## src/core/lead_off_pkg.sv

```systemverilog
// What this block does
// - bits 23:18 set per-electrode ac phase
// - bits 17:12 enable ac per electrode
// - ac enable is global select OR individual
// - global select skips the common electrode
// - bits 8:7 code ac excitation level
// - bits 4:2 code dc level, 10 nA steps
// - dc level used only when select is 0
// - enable low means no detection at all
// - enabled with select 0 gives dc detection
// - enabled with select 1: ac, no dc
// - calibration DAC on forces ac off
// - bit 0 master enable, bit 1 select
// - register at index 0x02, resets to zero
package lead_off_pkg;
    localparam int DATA_W = 32;
    localparam int ADDR_W = 8;
    localparam int NUM_ELEC = 6;
    // register index as printed; byte address is four times it
    localparam logic [ADDR_W-1:0] LEAD_OFF_CONTROL_IDX = 8'h02;
    localparam logic [ADDR_W-1:0] LEAD_OFF_CONTROL_ADDR = 8'h08;
    localparam logic [23:0] LEAD_OFF_CONTROL_RESET = 24'h000000;
    // field positions
    localparam int PHASE_LSB = 18;
    localparam int AC_EN_LSB = 12;
    localparam int AC_LEVEL_LSB = 7;
    localparam int AC_LEVEL_W = 2;
    localparam int DC_LEVEL_LSB = 2;
    localparam int DC_LEVEL_W = 3;
    localparam int SELECT_BIT = 1;
    localparam int ENABLE_BIT = 0;
    // writable bits; reserved 11:9 and 6:5 stay zero
    localparam logic [23:0] WRITE_MASK = 24'hFFF19F;
    // electrode order within 6-bit vectors, msb first: LA LL RA V1 V2 CE
    localparam int CE_POS = 0;
    // dc step in nA
    localparam int DC_STEP_NA = 10;

    typedef struct packed {
        logic [NUM_ELEC-1:0] phase;
        logic [NUM_ELEC-1:0] ac_enable;
        logic [NUM_ELEC-1:0] dc_enable;
        logic [AC_LEVEL_W-1:0] ac_level;
        logic [DC_LEVEL_W-1:0] dc_level;
        logic dc_level_valid;
    } detect_cfg_type;
endpackage

```

## src/core/lead_off_detect_control.sv

```systemverilog
// The address map and the APB interface to the registers were left to the implementer.
`timescale 1ns/1ps
// lead-off control register behind an APB slave
module lead_off_detect_control
    import lead_off_pkg::*;
(
    input wire logic CLK_SYS_I,
    input wire logic RESETN_I,
    input wire logic PSEL_I,
    input wire logic PENABLE_I,
    input wire logic PWRITE_I,
    input wire logic [ADDR_W-1:0] PADDR_I,
    input wire logic [DATA_W-1:0] PWDATA_I,
    input wire logic [3:0] PSTRB_I,
    input wire logic CAL_DAC_ON_I,
    output logic [DATA_W-1:0] PRDATA_O,
    output logic PREADY_O,
    output logic PSLVERR_O,
    output logic [NUM_ELEC-1:0] AC_ENABLE_O,
    output logic [NUM_ELEC-1:0] AC_PHASE_O,
    output logic [NUM_ELEC-1:0] DC_ENABLE_O,
    output logic [AC_LEVEL_W-1:0] AC_LEVEL_O,
    output logic [DC_LEVEL_W-1:0] DC_LEVEL_O
);
    logic [23:0] ctl_r, ctl_nxt;
    logic [DATA_W-1:0] rdata_r, rdata_nxt;
    logic ready_r, ready_nxt;
    logic err_r, err_nxt;
    logic cal_meta_r, cal_sync_r;
    detect_cfg_type cfg;
    detect_cfg_type cfg_r;
    logic hit;
    logic setup;
    logic [23:0] strb_mask;

    // no wait state: answer in the access cycle after setup
    always_comb begin
        setup = PSEL_I && !PENABLE_I;
        hit = (PADDR_I == LEAD_OFF_CONTROL_ADDR);
        strb_mask = {{8{PSTRB_I[2]}}, {8{PSTRB_I[1]}}, {8{PSTRB_I[0]}}};
        ctl_nxt = ctl_r;
        rdata_nxt = rdata_r;
        ready_nxt = 1'b0;
        err_nxt = 1'b0;
        if (setup) begin
            ready_nxt = 1'b1;
            err_nxt = !hit; // unmapped addresses error, read zero
            rdata_nxt = '0;
            if (hit && !PWRITE_I) begin
                rdata_nxt = {8'h00, ctl_r & WRITE_MASK};
            end
        end
        // commit at completing edge only
        if (PSEL_I && PENABLE_I && ready_r && PWRITE_I && hit) begin
            ctl_nxt = ((PWDATA_I[23:0] & strb_mask) | (ctl_r & ~strb_mask))
                & WRITE_MASK;
        end
    end

    always_ff @(posedge CLK_SYS_I or negedge RESETN_I) begin
        if (!RESETN_I) begin
            ctl_r <= LEAD_OFF_CONTROL_RESET;
            rdata_r <= '0;
            ready_r <= 1'b0;
            err_r <= 1'b0;
        end else begin
            ctl_r <= ctl_nxt;
            rdata_r <= rdata_nxt;
            ready_r <= ready_nxt;
            err_r <= err_nxt;
        end
    end

    // calibration DAC state may come from another domain, so synchronise
    always_ff @(posedge CLK_SYS_I or negedge RESETN_I) begin
        if (!RESETN_I) begin
            cal_meta_r <= 1'b0;
            cal_sync_r <= 1'b0;
        end else begin
            cal_meta_r <= CAL_DAC_ON_I;
            cal_sync_r <= cal_meta_r;
        end
    end

    lead_off_decode u_decode (
        .reg_i(ctl_r),
        .cal_dac_on_i(cal_sync_r),
        .cfg_o(cfg)
    );

    // outputs registered; dc level forced to zero while unused
    always_ff @(posedge CLK_SYS_I or negedge RESETN_I) begin
        if (!RESETN_I) begin
            cfg_r <= '0;
        end else begin
            cfg_r <= cfg;
        end
    end

    always_comb begin
        PRDATA_O = rdata_r;
        PREADY_O = ready_r;
        PSLVERR_O = err_r;
        AC_ENABLE_O = cfg_r.ac_enable;
        AC_PHASE_O = cfg_r.phase;
        DC_ENABLE_O = cfg_r.dc_enable;
        AC_LEVEL_O = cfg_r.ac_level;
        DC_LEVEL_O = cfg_r.dc_level_valid ? cfg_r.dc_level : '0;
    end
endmodule

```

## src/core/lead_off_decode.sv

```systemverilog
`timescale 1ns/1ps
// turns the stored register word into effective detection enables
module lead_off_decode
    import lead_off_pkg::*;
(
    input wire logic [23:0] reg_i,
    input wire logic cal_dac_on_i,
    output detect_cfg_type cfg_o
);
    logic lead_off_enable;
    logic global_ac_select;
    logic [NUM_ELEC-1:0] select_mask;

    // decode fields; select does not reach the common electrode
    always_comb begin
        lead_off_enable = reg_i[ENABLE_BIT];
        global_ac_select = reg_i[SELECT_BIT];
        select_mask = {NUM_ELEC{global_ac_select}};
        select_mask[CE_POS] = 1'b0;
        cfg_o.phase = reg_i[PHASE_LSB +: NUM_ELEC];
        cfg_o.ac_level = reg_i[AC_LEVEL_LSB +: AC_LEVEL_W];
        cfg_o.dc_level = reg_i[DC_LEVEL_LSB +: DC_LEVEL_W];
        // ac off when master off or calibration DAC running
        if (lead_off_enable && !cal_dac_on_i) begin
            cfg_o.ac_enable = select_mask | reg_i[AC_EN_LSB +: NUM_ELEC];
        end else begin
            cfg_o.ac_enable = '0;
        end
        // dc detection only while select is 0
        cfg_o.dc_enable = {NUM_ELEC{lead_off_enable && !global_ac_select}};
        cfg_o.dc_level_valid = lead_off_enable && !global_ac_select;
    end
endmodule

```

## config.mk

```make
export PLATFORM = sky130hd
export DESIGN_NAME = lead_off_detect_control
export DESIGN_NICKNAME = d
export VERILOG_FILES = /design/src/core/lead_off_pkg.sv /design/src/core/lead_off_detect_control.sv /design/src/core/lead_off_decode.sv
export SDC_FILE = /design/constraint.sdc
export NUM_CORES = 1
export LEC_CHECK = 0
export ABC_AREA = 1
export ABC_CLOCK_PERIOD_IN_PS = 2500
export BUFFER_PORTS_ARGS = -buffer_cell sky130_fd_sc_hd__clkbuf_2
export CORE_ASPECT_RATIO = 2
export CORE_MARGIN = 2
export CORE_UTILIZATION = 30
export DETAILED_ROUTE_END_ITERATION = 8
export PLACE_DENSITY = 0.59
export SETUP_SLACK_MARGIN = 0.02
export SLEW_MARGIN = 15
export SYNTH_ARGS = -nofsm -noshare
export SYNTH_HDL_FRONTEND = slang
export SYNTH_SLANG_ARGS = --single-unit
```

## constraint.sdc

```tcl
create_clock -name CLK_SYS_I -period 2.5 [get_ports CLK_SYS_I]
set_input_delay 0.125 -clock CLK_SYS_I [delete_from_list [all_inputs] [get_ports CLK_SYS_I]]
set_output_delay 0.125 -clock CLK_SYS_I [all_outputs]
set_load 0.05 [all_outputs]
```

# Word level (Yosys, flattened, before mapping)
# Cells that the tools add are included.
# classes
reduce_logical	13
add_sub_neg	0
multipliers	0
shift	0
magnitude_cmp	0
bitwise	5
n_eq_ne	1
div_mod_pow	0
n_mux	5
# ops
operator	n
$and 24x24->24	2
$mux 24	1
$not 24->24	1
$or 24x24->24	1
$eq 8x4->1 const B	1
$logic_and 1x1->1	8
$mux 6	1
$or 6x6->6	1
$logic_not 1->1	5
$mux 3	1
$mux 1	2
# totals
input_bits	50
latch_bits	0
memories	0
register_bits	74
output_inout_bits	57
ramBits	0
mem_bits_ro	0
word_cells	36

# Depth between registers and ports, before layout
# logic_depth
word_depth	4
mapped_depth	7
mapped_depth_nobuf	7

# By module
# Synthesis repeated with hierarchy kept, for this count alone.
# hier_totals
cells_unflattened	282
area_unflattened_um2	2811.4
# by_module_without_submodules
module	seq_area_each_um2	cells_each	instances	area_per_inst_um2
lead_off_detect_control	1651.6	249	1	2623.8
lead_off_decode	0.0	33	1	187.7

# Worst setup path after synthesis
# No wires, ideal clock.
# synth_path
path_type	register -> register
start	register ready_r, in the netlist PREADY_O
end	register with a tool-made name
path_stages_with_launch	7
n_path_buf	1
t_required_ns	2.383
period_less_slack_ns	1.453
arrival_time_ns	1.336
slack_ns	1.047
setup_ns	0.117
path_cell_list	dfrtp_1 nand3_1 nor2_2 buf_2 nand3_2 nand2_1 nand2_1
# synth_rtl
item	line	rtl
start: declaration	lead_off_detect_control.sv:27	logic ready_r, ready_nxt;
start signal: assignment	lead_off_detect_control.sv:69	ready_r <= ready_nxt;

==> metrics <==
Yosys warning total=0; fin nets=374; Die Wd=69.1 microns; post-synthesis sequential area ratio=59.1%; Cell Area, Synth=2540 sq um; H-tree Lvls=3; Achievable Freq=681 MHz; Netlist cell types=18; Max-slew headroom=49.7%; DP HPWL=4060 microns; placed cell area=2830 sq um; Mean Syn Cell Area=9.77 sq um; CP most frequent cell=nand2_1; CP Capture Type=flip-flop; clk_lat worst skew=0.32 ns; DRT antenna net count=0; buffers added on ports=79; status=finished, final reports clean; Worst Path Max Fanout=13; Worst Tran Pin Value=0.754 ns; commonest non-fill, non-tap cell in the layout=nand2_1; Final Hold Fails=0; initial drt markers=57; vias in the first global route=1743; Yosys reg bits=60; Max VDD drop=0.000406 V; Clk pin slew, worst setup/hold paths=0.05 ns; synthesized instance count=260; RSZ-0062 raised after global routing=false; total CTS buffers=9; Worst Skew=0.00694 ns; diode count=0; average vias per placed instance=4.30; # IOs=107; Hold Path Class=input port to flip-flop; first-pass GRT wire length=8850 microns; setup violators final=0; largest net degree at the start of global routing=31; setup TNS=0 ns; core box area=8230 sq um; CTS sink cnt=60; Starting Density=30.9%; post-layout min period=1.47 ns; layout cells sized above 1=34.7%; routed length per instance=12.8 microns; gr usage total=12.5%; most frequent cells in the layout=81 x nand2_1, 79 x clkbuf_2, 60 x dfrtp_1; Power Density=722 nW/um^2; CP Data Required Time=2.70 ns; Setup CP Type=flip-flop to flip-flop; critical-path cell list=nand3_1 > nor2_2 > buf_4 > nand3_2 > nand2_1 > nand2_1; WP buf/inv=1; Routed WL=5450 microns; # rows=47; crit start category=flip-flop; clk buf depth=2; crit-path max cell delay=0.35 ns; routed vias=1837; die height=134 microns; Layout area overhead=23.3%; DRC=0; slowest CP cell=dfrtp_1; GRT Residual Overflow=0; Final GP Congestion=0.752; CP top delay family=simple AND/OR/NAND/NOR gates; TritonCTS clock tree=yes; initial antenna violation count=0; full die area=9260 sq um; MaxCap Viol Count=0; LEAKAGE=1.69 nW; fin crit share=58.7%; Root Buffer=clkbuf_16; Arrival @ worst endpoint=1.67 ns; Finished Cell Area=3130 sq um; Final Max Tran Viols=0; first drt pass iteration count=4
## worst register-to-register path, stage by stage, from the launching register on
cell and delay (ns):
dfrtp_1 0.35, nand3_1 0.10, nor2_2 0.35, buf_4 0.29
nand3_2 0.14, nand2_1 0.08, nand2_1 0.04
## kinds of logic after synthesis
family          count (synthesis)  synth area share [%]
simple gates                  126                  21.9
flops                          60                  59.1
buf+inv                        54                  13.6
compound gates                 19                  5.22
other cells                     1                 0.148
## where the power goes
group          switching (mW)  internal (mW)  leakage [nW]
clock network           0.387          0.764         0.139
logic                   0.102         0.0295         0.720
registers             0.00195          0.978         0.832
## repair_timing
action                    CTS  global route
hold buffers                2             0
setup buffers               0             0
hold endpoints to repair   29             0
resized for setup           0             0
## Yosys cell counts (all sizes together)
master  number  area, sq um
o21ai       19          133
dfrtp       60         1500
nand2       82          315
or2          1         6.26
nand4       19          119
clkbuf       5         18.8
inv          9         33.8
buf         40          294
nor2        20         85.1
conb         1         3.75
nand3        4         30.0
## routing by layer
layer / wire [microns] / vias to the layer above / track usage (%)
met2: 3080 / 76 / 23.0
li1: - / 916 / -
met5: 0 / - / 0
met3: 341 / 5 / 2.70
met4: 98 / 0 / 6.86
met1: 1930 / 840 / 13.1
## per-stage QoR
stage / hold slack, ns / power [mW] / instances / util, % / worst slack (ns)
2_1_floorplan: -0.171 / 1.08 / 272 / - / 1.05
3_3_place_gp: 0.228 / 1.13 / 409 / 34.3 / 1.08
3_5_place_dp: 0.234 / 1.13 / 409 / 34.3 / 1.04
4_1_cts: 0.0421 / 2.30 / 427 / 38.1 / 1.01
5_1_grt: 0.0555 / 2.36 / 427 / 38.1 / 0.890
6_report: 0.0487 / 2.26 / 427 / 38.1 / 1.03
## layout make-up
| type | instances | area [sq um] |
|---|---|---|
| Clock buffer | 11 | 233 |
| Clock inverter | 5 | 52.6 |
| Fill cell | 883 | 5100 |
| Inverter | 9 | 33.8 |
| Multi-Input combinational cell | 158 | 737 |
| Sequential cell | 60 | 1500 |
| Tap cell | 98 | 123 |
| Timing Repair Buffer | 86 | 453 |
## path summary, 6_finish.rpt
path,from,to,slack (ns),cells past startpoint
min reg2reg,cal_meta_r,cal_sync_r,0.37,0
max reg2reg,PREADY_O,flip-flop,1.03,6
min in group asynchronous,RESETN_I,AC_LEVEL_O[0],0.41,2
max in group asynchronous,RESETN_I,AC_LEVEL_O[1],1.39,3
min,PWDATA_I[18],flip-flop,0.05,3
max,PREADY_O,flip-flop,1.03,6
Note: power is estimated with default switching activity, not from simulation.
